File: src/rcr_regs.vh
// Purpose: constants of the reset cause recorder
// Assumes: included by bare name from the files under src/
// Notes: byte offsets on the plain register port, 32-bit words
`ifndef RCR_REGS_VH
`define RCR_REGS_VH

// register offsets
`define RCR_ADDR_W 8
`define RCR_OFF_FLAGS 8'h00
`define RCR_OFF_IRQ_STAT 8'h04
`define RCR_OFF_IRQ_MASK 8'h08
`define RCR_OFF_CTRL 8'h0c
`define RCR_OFF_STATE 8'h10

// reset cause flag layout
`define RCR_FLAGS_W 16
`define RCR_BIT_POWER_ON 0
`define RCR_BIT_EXT_PIN 1
`define RCR_BIT_LOW_VOLT 3
`define RCR_BIT_SW_WDT 4
`define RCR_BIT_HW_WDT 5
`define RCR_BIT_OSC_STOP 6
`define RCR_BIT_FREQ 7
`define RCR_BIT_SOFT 8
`define RCR_FLAGS_INIT 16'h0001
`define RCR_FLAGS_ZERO 16'h0000
`define RCR_FLAGS_MASK_STD 16'h01f3
`define RCR_FLAGS_MASK_LV 16'h01fb

// voltage select codes
`define RCR_VSEL_W 4
`define RCR_VSEL_FLAG 4'h4
`define RCR_VSEL_POWER 4'h1

// synchronised pins: bit 0 external reset (idles high), bit 1 detector
`define RCR_PIN_W 2
`define RCR_PIN_IDLE 2'h1

// control register: write one to request a software reset
`define RCR_CTRL_SOFT_REQ 0

// interrupt status / mask layout
`define RCR_IRQ_W 2
`define RCR_IRQ_CAPTURE 0
`define RCR_IRQ_BOOTED 1
`define RCR_IRQ_ZERO 2'h0

// state register layout
`define RCR_STATE_INT_RST 0
`define RCR_STATE_CPU_RUN 1

// reset vector location and timing
`define RCR_VECTOR_ADDR 32'h0000_0004
`define RCR_HOLD_CYC 8
`define RCR_CNT_W 8
`define RCR_WORD_ZERO 32'h0000_0000

`endif

File: src/rcr_top.v
// Purpose: reset cause recorder with internal reset and vector fetch
// Assumes: rst is the power-up reset of this block; sources on sys_clk
// Notes: pin inputs ext_reset_n and low_voltage_det are synchronised
//
// Added by the designer: the register addresses and the strobed register port.
`timescale 1ns/1ps
`include "rcr_regs.vh"
`default_nettype none
module rcr_top #(
  parameter LV_VARIANT = 0,
  parameter [`RCR_CNT_W-1:0] HOLD_CYC = `RCR_HOLD_CYC,
  parameter [31:0] VECTOR_ADDR = `RCR_VECTOR_ADDR
) (
  input wire sys_clk,
  input wire rst,
  input wire ce,
  input wire [`RCR_ADDR_W-1:0] reg_addr,
  input wire [31:0] reg_wdata,
  input wire reg_wr,
  input wire reg_rd,
  output reg [31:0] reg_rdata_q,
  output wire irq,
  input wire ext_reset_n,
  input wire low_voltage_det,
  input wire [`RCR_VSEL_W-1:0] voltage_select_setting,
  input wire power_on_event,
  input wire deep_standby_entry_reset,
  input wire freq_anomaly_event,
  input wire osc_stop_event,
  input wire hw_watchdog_underflow,
  input wire sw_watchdog_overflow,
  output wire internal_reset,
  output wire fetch_req,
  output wire [31:0] fetch_addr,
  input wire fetch_ack,
  input wire [31:0] fetch_data,
  output wire [31:0] pc,
  output wire pc_load,
  output wire cpu_run
);
  localparam [1:0] ST_RUN = 2'd0;
  localparam [1:0] ST_HOLD = 2'd1;
  localparam [1:0] ST_BOOT = 2'd2;

  function [0:0] hit;
    input [`RCR_ADDR_W-1:0] a;
    input [`RCR_ADDR_W-1:0] off;
    begin
      hit = (a == off);
    end
  endfunction

  // any latched request, plain or power-type
  function [0:0] pending;
    input [`RCR_FLAGS_W-1:0] p;
    input pi;
    begin
      pending = (p != `RCR_FLAGS_ZERO) || pi;
    end
  endfunction

  // pins: ext reset idles high, detector idles low
  wire [`RCR_PIN_W-1:0] pins_sync;
  rcr_sync #(
    .WIDTH(`RCR_PIN_W),
    .RESET_VAL(`RCR_PIN_IDLE)
  ) u_sync (
    .sys_clk(sys_clk),
    .rst(rst),
    .ce(ce),
    .async_in({low_voltage_det, ext_reset_n}),
    .sync_out(pins_sync)
  );
  wire ext_req = ~pins_sync[0];
  wire lv_req = pins_sync[1];

  reg [`RCR_FLAGS_W-1:0] reset_cause_flags_q;
  reg [`RCR_FLAGS_W-1:0] reset_cause_flags_d;
  reg [`RCR_FLAGS_W-1:0] pend_q;
  reg [`RCR_FLAGS_W-1:0] pend_d;
  reg pend_init_q;
  reg pend_init_d;
  reg [`RCR_IRQ_W-1:0] irq_stat_q;
  reg [`RCR_IRQ_W-1:0] irq_stat_d;
  reg [`RCR_IRQ_W-1:0] irq_mask_q;
  reg [1:0] state_q;
  reg [1:0] state_d;
  reg [`RCR_CNT_W-1:0] cnt_q;
  reg [`RCR_CNT_W-1:0] cnt_d;
  reg soft_req_q;
  reg [`RCR_FLAGS_W-1:0] req_vec;
  reg req_init;
  reg soft_req_d;
  reg [`RCR_IRQ_W-1:0] irq_mask_d;
  reg [31:0] reg_rdata_d;

  wire wr_ctrl = reg_wr && hit(reg_addr, `RCR_OFF_CTRL);
  wire wr_mask = reg_wr && hit(reg_addr, `RCR_OFF_IRQ_MASK);
  wire wr_stat = reg_wr && hit(reg_addr, `RCR_OFF_IRQ_STAT);
  wire rd_flags = reg_rd && hit(reg_addr, `RCR_OFF_FLAGS);
  wire int_rst = (state_q == ST_HOLD);
  wire lv_flag_sel = (voltage_select_setting == `RCR_VSEL_FLAG);
  wire lv_power_sel = (voltage_select_setting == `RCR_VSEL_POWER);
  wire [`RCR_FLAGS_W-1:0] flag_mask = (LV_VARIANT != 0) ? `RCR_FLAGS_MASK_LV
                                                        : `RCR_FLAGS_MASK_STD;
  wire pend_any = pending(pend_q, pend_init_q);
  wire capture = int_rst && pend_any;
  wire booted;
  wire any_level = ext_req || lv_req || power_on_event || deep_standby_entry_reset;

  // current requests mapped onto the flag layout
  always @* begin
    req_vec = `RCR_FLAGS_ZERO;
    req_init = 1'b0;
    req_vec[`RCR_BIT_SOFT] = soft_req_q;
    req_vec[`RCR_BIT_FREQ] = freq_anomaly_event;
    req_vec[`RCR_BIT_OSC_STOP] = osc_stop_event;
    req_vec[`RCR_BIT_HW_WDT] = hw_watchdog_underflow;
    req_vec[`RCR_BIT_SW_WDT] = sw_watchdog_overflow;
    req_vec[`RCR_BIT_EXT_PIN] = ext_req;
    // low voltage on the selectable variant
    if (LV_VARIANT != 0) begin
      req_vec[`RCR_BIT_LOW_VOLT] = lv_req && lv_flag_sel;
      req_init = lv_req && lv_power_sel;
    end else begin
      req_init = lv_req;
    end
    req_init = req_init || power_on_event || deep_standby_entry_reset;
  end

  always @* begin
    pend_d = (capture ? `RCR_FLAGS_ZERO : pend_q) | req_vec;
    pend_init_d = (capture ? 1'b0 : pend_init_q) | req_init;
    reset_cause_flags_d = rd_flags ? `RCR_FLAGS_ZERO : reset_cause_flags_q;
    if (capture) begin
      if (pend_init_q) begin
        reset_cause_flags_d = `RCR_FLAGS_INIT;
      end else begin
        reset_cause_flags_d = reset_cause_flags_d | pend_q;
      end
    end
    reset_cause_flags_d = reset_cause_flags_d & flag_mask;
  end

  // internal reset sequencing
  always @* begin
    state_d = state_q;
    cnt_d = cnt_q;
    case (state_q)
      ST_RUN: begin
        // latched request turns into internal reset
        if (pend_any) begin
          state_d = ST_HOLD;
          cnt_d = HOLD_CYC;
        end
      end
      ST_BOOT: begin
        // a new request aborts a fetch in flight
        if (pend_any) begin
          state_d = ST_HOLD;
          cnt_d = HOLD_CYC;
        end else if (booted) begin
          state_d = ST_RUN;
        end
      end
      ST_HOLD: begin
        // stretch while any source still stands
        if (any_level || pend_any) begin
          cnt_d = HOLD_CYC;
        end else if (cnt_q == {`RCR_CNT_W{1'b0}}) begin
          state_d = ST_BOOT;
        end else begin
          cnt_d = cnt_q - {{(`RCR_CNT_W-1){1'b0}}, 1'b1};
        end
      end
      default: begin
        state_d = ST_RUN;
      end
    endcase
  end

  // interrupt events, set wins over write-one-clear
  always @* begin
    irq_stat_d = irq_stat_q;
    if (wr_stat) begin
      irq_stat_d = irq_stat_q & ~reg_wdata[`RCR_IRQ_W-1:0];
    end
    if (capture) begin
      irq_stat_d[`RCR_IRQ_CAPTURE] = 1'b1;
    end
    if (booted) begin
      irq_stat_d[`RCR_IRQ_BOOTED] = 1'b1;
    end
  end

  // register writes that land in plain flops
  always @* begin
    // core reset request bit, one cycle per written one
    soft_req_d = wr_ctrl && reg_wdata[`RCR_CTRL_SOFT_REQ];
    irq_mask_d = wr_mask ? reg_wdata[`RCR_IRQ_W-1:0] : irq_mask_q;
  end

  // read mux; registered, so data stand only in the cycle after the strobe
  always @* begin
    reg_rdata_d = `RCR_WORD_ZERO;
    if (reg_rd) begin
      case (reg_addr)
        `RCR_OFF_FLAGS: begin
          // old flags out while the same edge clears them
          reg_rdata_d[`RCR_FLAGS_W-1:0] = reset_cause_flags_q;
        end
        `RCR_OFF_IRQ_STAT: begin
          reg_rdata_d[`RCR_IRQ_W-1:0] = irq_stat_q;
        end
        `RCR_OFF_IRQ_MASK: begin
          reg_rdata_d[`RCR_IRQ_W-1:0] = irq_mask_q;
        end
        `RCR_OFF_STATE: begin
          reg_rdata_d[`RCR_STATE_INT_RST] = int_rst;
          reg_rdata_d[`RCR_STATE_CPU_RUN] = cpu_run;
        end
        default: begin
          reg_rdata_d = `RCR_WORD_ZERO;
        end
      endcase
    end
  end

  always @(posedge sys_clk) begin
    if (rst) begin
      // power-up of the block is itself a power-on reset
      reset_cause_flags_q <= `RCR_FLAGS_INIT;
      pend_q <= `RCR_FLAGS_ZERO;
      pend_init_q <= 1'b0;
      irq_stat_q <= `RCR_IRQ_ZERO;
      irq_mask_q <= `RCR_IRQ_ZERO;
      state_q <= ST_BOOT;
      cnt_q <= {`RCR_CNT_W{1'b0}};
      soft_req_q <= 1'b0;
      reg_rdata_q <= `RCR_WORD_ZERO;
    end else if (ce) begin
      reset_cause_flags_q <= reset_cause_flags_d;
      pend_q <= pend_d;
      pend_init_q <= pend_init_d;
      irq_stat_q <= irq_stat_d;
      state_q <= state_d;
      cnt_q <= cnt_d;
      soft_req_q <= soft_req_d;
      irq_mask_q <= irq_mask_d;
      // flag offset has no write path
      reg_rdata_q <= reg_rdata_d;
    end
  end

  assign irq = |(irq_stat_q & irq_mask_q);
  assign internal_reset = int_rst;

  // fetcher is cleared by the internal reset so a new one aborts it
  // start after release
  rcr_vector_fetch #(
    .VECTOR_ADDR(VECTOR_ADDR)
  ) u_fetch (
    .sys_clk(sys_clk),
    .rst(rst || int_rst),
    .ce(ce),
    .start(state_q == ST_BOOT),
    .fetch_ack(fetch_ack),
    .fetch_data(fetch_data),
    .fetch_req_q(fetch_req),
    .fetch_addr(fetch_addr),
    .pc_q(pc),
    .pc_load_q(pc_load),
    .cpu_run_q(cpu_run)
  );
  assign booted = pc_load;
endmodule // rcr_top
`default_nettype wire

File: src/rcr_sync.v
// Purpose: two-flop synchroniser bank for pins entering sys_clk
// Assumes: each bit is an independent level
// Notes: first stage feeds only the second stage
`timescale 1ns/1ps
`default_nettype none
module rcr_sync #(
  parameter WIDTH = 2,
  parameter [WIDTH-1:0] RESET_VAL = {WIDTH{1'b0}}
) (
  input wire sys_clk,
  input wire rst,
  input wire ce,
  input wire [WIDTH-1:0] async_in,
  output wire [WIDTH-1:0] sync_out
);
  reg [WIDTH-1:0] meta_q;
  reg [WIDTH-1:0] stable_q;

  genvar i;
  generate
    for (i = 0; i < WIDTH; i = i + 1) begin : g_bit
      always @(posedge sys_clk) begin
        if (rst) begin
          meta_q[i] <= RESET_VAL[i];
          stable_q[i] <= RESET_VAL[i];
        end else if (ce) begin
          meta_q[i] <= async_in[i];
          stable_q[i] <= meta_q[i];
        end
      end
    end
  endgenerate

  assign sync_out = stable_q;
endmodule // rcr_sync
`default_nettype wire

File: src/rcr_vector_fetch.v
// Purpose: fetch the reset vector and load the program counter
// Assumes: fetch bus on sys_clk, ack is a one-cycle pulse with data
// Notes: held idle while the internal reset is asserted
`timescale 1ns/1ps
`include "rcr_regs.vh"
`default_nettype none
module rcr_vector_fetch #(
  parameter [31:0] VECTOR_ADDR = `RCR_VECTOR_ADDR
) (
  input wire sys_clk,
  input wire rst,
  input wire ce,
  input wire start,
  input wire fetch_ack,
  input wire [31:0] fetch_data,
  output reg fetch_req_q,
  output wire [31:0] fetch_addr,
  output reg [31:0] pc_q,
  output reg pc_load_q,
  output reg cpu_run_q
);
  assign fetch_addr = VECTOR_ADDR;

  always @(posedge sys_clk) begin
    if (rst) begin
      fetch_req_q <= 1'b0;
      pc_q <= `RCR_WORD_ZERO;
      pc_load_q <= 1'b0;
      cpu_run_q <= 1'b0;
    end else if (ce) begin
      pc_load_q <= 1'b0;
      if (fetch_req_q && fetch_ack) begin
        fetch_req_q <= 1'b0;
        pc_q <= fetch_data;
        pc_load_q <= 1'b1;
        cpu_run_q <= 1'b1;
      end else if (start && !cpu_run_q) begin
        fetch_req_q <= 1'b1;
      end
    end
  end
endmodule // rcr_vector_fetch
`default_nettype wire

File: config.mk
export PLATFORM = sky130hd
export DESIGN_NAME = rcr_top
export DESIGN_NICKNAME = d
export VERILOG_FILES = /design/src/rcr_top.v /design/src/rcr_sync.v /design/src/rcr_vector_fetch.v
export VERILOG_INCLUDE_DIRS = /design/src /design/src/src
export SDC_FILE = /design/constraint.sdc
export NUM_CORES = 1
export LEC_CHECK = 0
export ABC_AREA = 1
export BUFFER_PORTS_ARGS = -buffer_cell sky130_fd_sc_hd__buf_2
export CORE_MARGIN = 2
export CORE_UTILIZATION = 25
export DETAILED_ROUTE_END_ITERATION = 8
export PLACE_DENSITY_LB_ADDON = 0.2
export SYNTH_ARGS = -nofsm -noshare
export SYNTH_HDL_FRONTEND = slang
export SYNTH_SLANG_ARGS = --single-unit
File: constraint.sdc
create_clock -name sys_clk -period 1.5 [get_ports sys_clk]
set_input_delay 0.3 -clock sys_clk [delete_from_list [all_inputs] [get_ports sys_clk]]
set_output_delay 0.3 -clock sys_clk [all_outputs]
set_load 0.01 [all_outputs]
# Word-level counts from Yosys, hierarchy flattened

Cells that the tools add are included.

Bits in registers: 110
Input bits: 90
Output and inout port bits: 101
Logic and storage cells: 96

Add/sub/neg operators: 1
Equality and inequality tests: 12
Mux-type cells: 24
Bitwise operators: 7
Reduce and logical (&&, ||, !) cells: 34

Operators with widths:

| operator                                                           | count |
|---|---|
| 9-bit two-way mux                                                  | 4 |
| 8-bit two-way mux                                                  | 3 |
| 8-bit by 4-bit == test with 1-bit output, second input constant    | 2 |
| 8-bit logical NOT                                                  | 2 |
| 16-bit two-way mux                                                 | 1 |
| 16-bit by 9-bit OR with 16-bit output                              | 1 |
| 8-bit one-hot mux with 2 select lines                              | 1 |
| 16-bit nonzero test                                                | 1 |
| 2-bit two-way mux                                                  | 6 |
| 2-bit AND reduction                                                | 5 |
| 9-bit OR                                                           | 1 |
| 8-bit by 3-bit == test with 1-bit output, second input constant    | 1 |
| 8-bit by 5-bit == test with 1-bit output, second input constant    | 1 |
| 1-bit logical AND                                                  | 8 |
| 1-bit logical OR                                                   | 8 |
| 2-bit one-hot mux with 4 select lines                              | 1 |
| 2-bit nonzero test                                                 | 4 |
| 8-bit by 1-bit subtractor with 8-bit output, second input constant | 1 |
| 7-bit two-way mux                                                  | 1 |
| 1-bit two-way mux                                                  | 6 |
| 3-bit inequality test, second input constant                       | 2 |
| 2-bit one-hot mux with 3 select lines                              | 1 |
| 5-bit AND reduction                                                | 1 |
| 2-bit bitwise AND                                                  | 2 |
| other kinds (11)                                                   | 14 |

# Depth between registers and ports, before layout

Word-level depth: 7
Mapped depth: 10
Gate-level depth less buffers: 10

# Hierarchy

Synthesis repeated with hierarchy kept, for this count alone.

Cell total of the unflattened synthesis: 597
Area, all modules: 4018.9 um^2

Modules (own cells, without submodules):

| module           | instances | cells an instance | area an instance (um^2) | sequential area each (um^2) |
|---|---|---|---|---|
| rcr_top          | 1         | 325               | 2195.9                  | 720.7 |
| rcr_vector_fetch | 1         | 250               | 1672.9                  | 700.7 |
| rcr_sync         | 1         | 22                | 150.1                   | 80.1 |

# Worst setup path after synthesis

OpenSTA, ideal clock, no wires.

Path kind: reg-to-reg
Start: register cnt_q[0]
End: register cnt_q[3]
Library setup time: 0.112 ns
Data arrival time: 1.282 ns
Data required time: 1.388 ns
Setup slack: 0.106 ns
Stages on the path, launching flop included: 10
Path buffers: 0
Clock period less this slack: 1.394 ns
Cell sequence: dfxtp_1 > inv_1 > ha_1 > nand3_1 > nor2_4 > nand4_4 > nand2_4 > inv_4 > nor2_2 > nor2_1

Word-level cells in the longest chain between the ends: 4
Elaborated cells between the ends (all ways): 7
Those cells by class: 1 x add/sub; 1 x eq/ne; 3 x mux; 2 x reduce/logical

RTL lines:

| element                                     | line          | RTL |
|---|---|---|
| start, declared                             | rcr_top.v:88  | `` reg [`RCR_CNT_W-1:0] cnt_q; `` |
| start signal, assigned                      | rcr_top.v:238 | `` cnt_q <= {`RCR_CNT_W{1'b0}}; `` |
| start signal, assigned                      | rcr_top.v:247 | `cnt_q <= cnt_d;` |
| 8-bit by 1-bit subtractor with 8-bit output | rcr_top.v:173 | `` cnt_d = cnt_q - {{(`RCR_CNT_W-1){1'b0}}, 1'b1}; `` |
| 8-bit two-way mux                           | rcr_top.v:170 | `` end else if (cnt_q == {`RCR_CNT_W{1'b0}}) begin `` |
| 8-bit two-way mux                           | rcr_top.v:168 | `if (any_level \|\| pend_any) begin` |
| 8-bit one-hot mux with 2 select lines       | rcr_top.v:149 | `case (state_q)` |

Parallel ways exist; a longest one is shown, timed or not. The select of a mux whose other input is x is not followed.
A chain may end at the register's enable or synchronous reset.

# Worst setup path in the final report

Start: register pend_q[1]
End: register cnt_q[6]

Word-level cells in the longest chain between the ends: 5
Elaborated cells between the ends (all ways): 8
Those cells by class: 2 x eq/ne; 2 x mux; 4 x reduce/logical

RTL lines:

| element                                                                                | line          | RTL |
|---|---|---|
| start, declared                                                                        | rcr_top.v:79  | `` reg [`RCR_FLAGS_W-1:0] pend_q; `` |
| start signal, assigned                                                                 | rcr_top.v:233 | `` pend_q <= `RCR_FLAGS_ZERO; `` |
| start signal, assigned                                                                 | rcr_top.v:243 | `pend_q <= pend_d;` |
| 16-bit nonzero test (no line) (*)                                                      | --            |  |
| 1-bit logical OR (*)                                                                   | rcr_top.v:58  | `` pending = (p != `RCR_FLAGS_ZERO) \|\| pi; `` |
| 1-bit logical OR                                                                       | rcr_top.v:168 |  |
| 3-bit inequality test (no line) or 8-bit two-way mux (tied branches)                   | --            |  |
| 4-bit AND reduction (no line) or 8-bit one-hot mux with 2 select lines (tied branches) | --            |  |

Every way passes the cells marked *; elsewhere a longest branch is shown, timed or not.

==> results_dict.tcl <==
set metrics [dict create \
    cts_htree_levels 3 \
    maxCapViolCount 0 \
    cts_buffers 9 \
    cts_sinks 75 \
    fin_nets 734 \
    hold_violations 0 \
    rsz0062_at_grt "true" \
    rrSetupSlack_ps 80 \
    dp.cells 807 \
    cp.required_ps 1740 \
    worstSetupPathType "reg -> reg" \
    run_status "finished clean" \
    grt_pass1_wl_um 14500 \
    final_area_mm2 0.00492 \
    final.period_utilization_pct 94.5 \
    wire_per_inst_um 11.2 \
    crit_slowest_cell "dfxtp_4" \
    die-area_mm2 0.0162 \
    io_pins 191 \
    finish.utilization_pct 32.7 \
    ir_drop_mv 0.599 \
    antenna_cells 0 \
    mostFrequentLayoutCells "buf_2, nand2_1, inv_1, dfxtp_1, a21oi_1" \
    end_kind "register" \
    synth.distinct_cells 33 \
    clk_pin_slew_ps 70 \
    worstPathArrival_ps 1650 \
    dp_hpwl_um 6570 \
    avgSynthCellArea_um2 7.34 \
    crit_start "pend_q[1]$_SDFFE_PP0P_" \
    hold_class "in -> reg" \
    min_from "ext_reset_n" \
    cp_max_fo 8 \
    area_delta_synth_final_pct 29.2 \
    power.total_mw 5.24 \
    overflow 0 \
    die_w_um 127 \
    cts-root-buf "clkbuf_16" \
    final_cells 835 \
    io_buffers 99 \
    final.min_clock_period_ps 1420 \
    synth_top_area_share_pct 39.4 \
    rows 45 \
    place_area_mm2 0.00444 \
    ys_warn_count 0 \
    max_freq_mhz 706 \
    coreArea_mm2 0.0150 \
    antenna_left 0 \
    setup_viol 0 \
    finalWeightedCongestion 0.834 \
    critPathMaxStageDelay_ps 360 \
    final_max_slew_viol_count 0 \
    seq_area_frac_synth_pct 39.4 \
    dpl_worst_slack_ps 3.98 \
    p_per_area_mw_per_mm2 1060 \
    clock_tree.buffer_depth 2 \
    antenna_found_initial 1 \
    final.setup_skew_ps 12.3 \
    n_fill_cell 1575 \
    cts_tree "done" \
    cellLeakagePower_nw 2.33 \
    tns_ps 0 \
    wl_um 9320 \
    syn_inst 519 \
    holdBufCountCts 0 \
    vias_per_cell 4.15 \
    start_util_pct 25.3 \
    dr.pass1.iters 4 \
    ys_seq_elements 75 \
    worstPathCellList "nor2_4 -> nand3_4 -> nor2_8 -> nand4_4 -> nand2_4 -> inv_6 -> nor2_2 -> nor2_1" \
    cp-start-kind "register" \
    syn-cell-area_mm2 0.00381 \
    reg2reg_from "pend_q[1]$_SDFFE_PP0P_" \
    drtIter0Drc 166 \
    whs_ps 180 \
    grt_pass1_vias 3110 \
    synth_top_cells_by_area "dfxtp_1, buf_4, a21oi_1" \
    grt.total_usage_pct 11.1 \
    final_common_cell "buf_2" \
    setup_ws_ps 83.1 \
    via_count 3464 \
    drc 0 \
    grt_max_degree 35 \
    die_h_um 127 \
    clk_latency_ps 350 \
    synth_top_area_cell "dfxtp_1" \
    drive_above_1_share_pct 29.8 \
]
## cell families after synthesis
group           share of synthesized area, %
simple gates                            22.2
buf+inv                                 21.2
compound gates                          16.0
flops                                   39.4
fa+ha+maj                              0.657
other cells                            0.197
xor+xnor                               0.230
## layout make-up
class	instances	area (um^2)	share of cell area, %
well taps	188	235	4.78
inverters	77	294	5.98
repair buffers	130	795	16.1
flip-flops and latches	75	1510	30.8
clock buffers	9	225	4.58
multi-input cells	349	1790	36.3
clock inverters	7	70.1	1.42
## flip-flops by register name, summed over array words and instances, names as in the netlist
signal and cells:
u_sync.sync_out 2, u_fetch.pc_load_q 1, u_fetch.fetch_req_q 1, cnt_q 8
irq_stat_q 2, u_fetch.cpu_run_q 1, soft_req_q 1, state_q 2
u_sync.meta_q 2, pend_q 6, reset_cause_flags_q 7, irq_mask_q 2
u_fetch.pc_q 32, pend_init_q 1, reg_rdata_q 7
## cells in the mapped netlist, drive strengths merged
library cell and number:
a21o 1, a21oi 60, a22o 1, buf 70, clkbuf 5, conb 2, dfxtp 75, ha 2
inv 77, nand2 84, nand3 31, nand4 9, nor2 45, nor3 2, nor4 1, o211ai 7
o21ai 46, xor2 1
## what timing repair did
item	in CTS	in global routing
pin swaps	2	8
cloned	0	2
buffers inserted	1	9
gates resized for setup	0	26
setup endpoints to repair	6	51
## worst paths after layout
kind	end	cells after the start
max reg2reg	cnt_q[6]$_SDFFE_PP0P_	8
min reg2reg	u_fetch.pc_q[19]$_SDFFE_PP0P_	2
max	cnt_q[6]$_SDFFE_PP0P_	8
min	u_sync.meta_q[0]$_SDFFE_PP1P_	3
## worst max-delay path: cells and delay by family (launching register included)
| kind | cells | cell delay [ps] |
|---|---|---|
| and+or+nand+nor | 7 | 870 |
| DFF | 1 | 360 |
| buffers and inverters | 1 | 60 |
## routing by layer
layer / track usage, % / share of wire (%)
met5: 0 / 0.12
met4: 4.07 / 0.88
met3: 5.44 / 7.6
met2: 16.2 / 44
met1: 14.2 / 47
## power by group
part | total, mW | leakage [nW] | switching [mW] | internal, mW
combinational | 0.950 | 1.57 | 0.565 | 0.385
clock | 2.13 | 0.142 | 0.965 | 1.17
sequential | 2.16 | 0.613 | 0.0689 | 2.09
No activity file was read; power rests on OpenSTA's default activity.
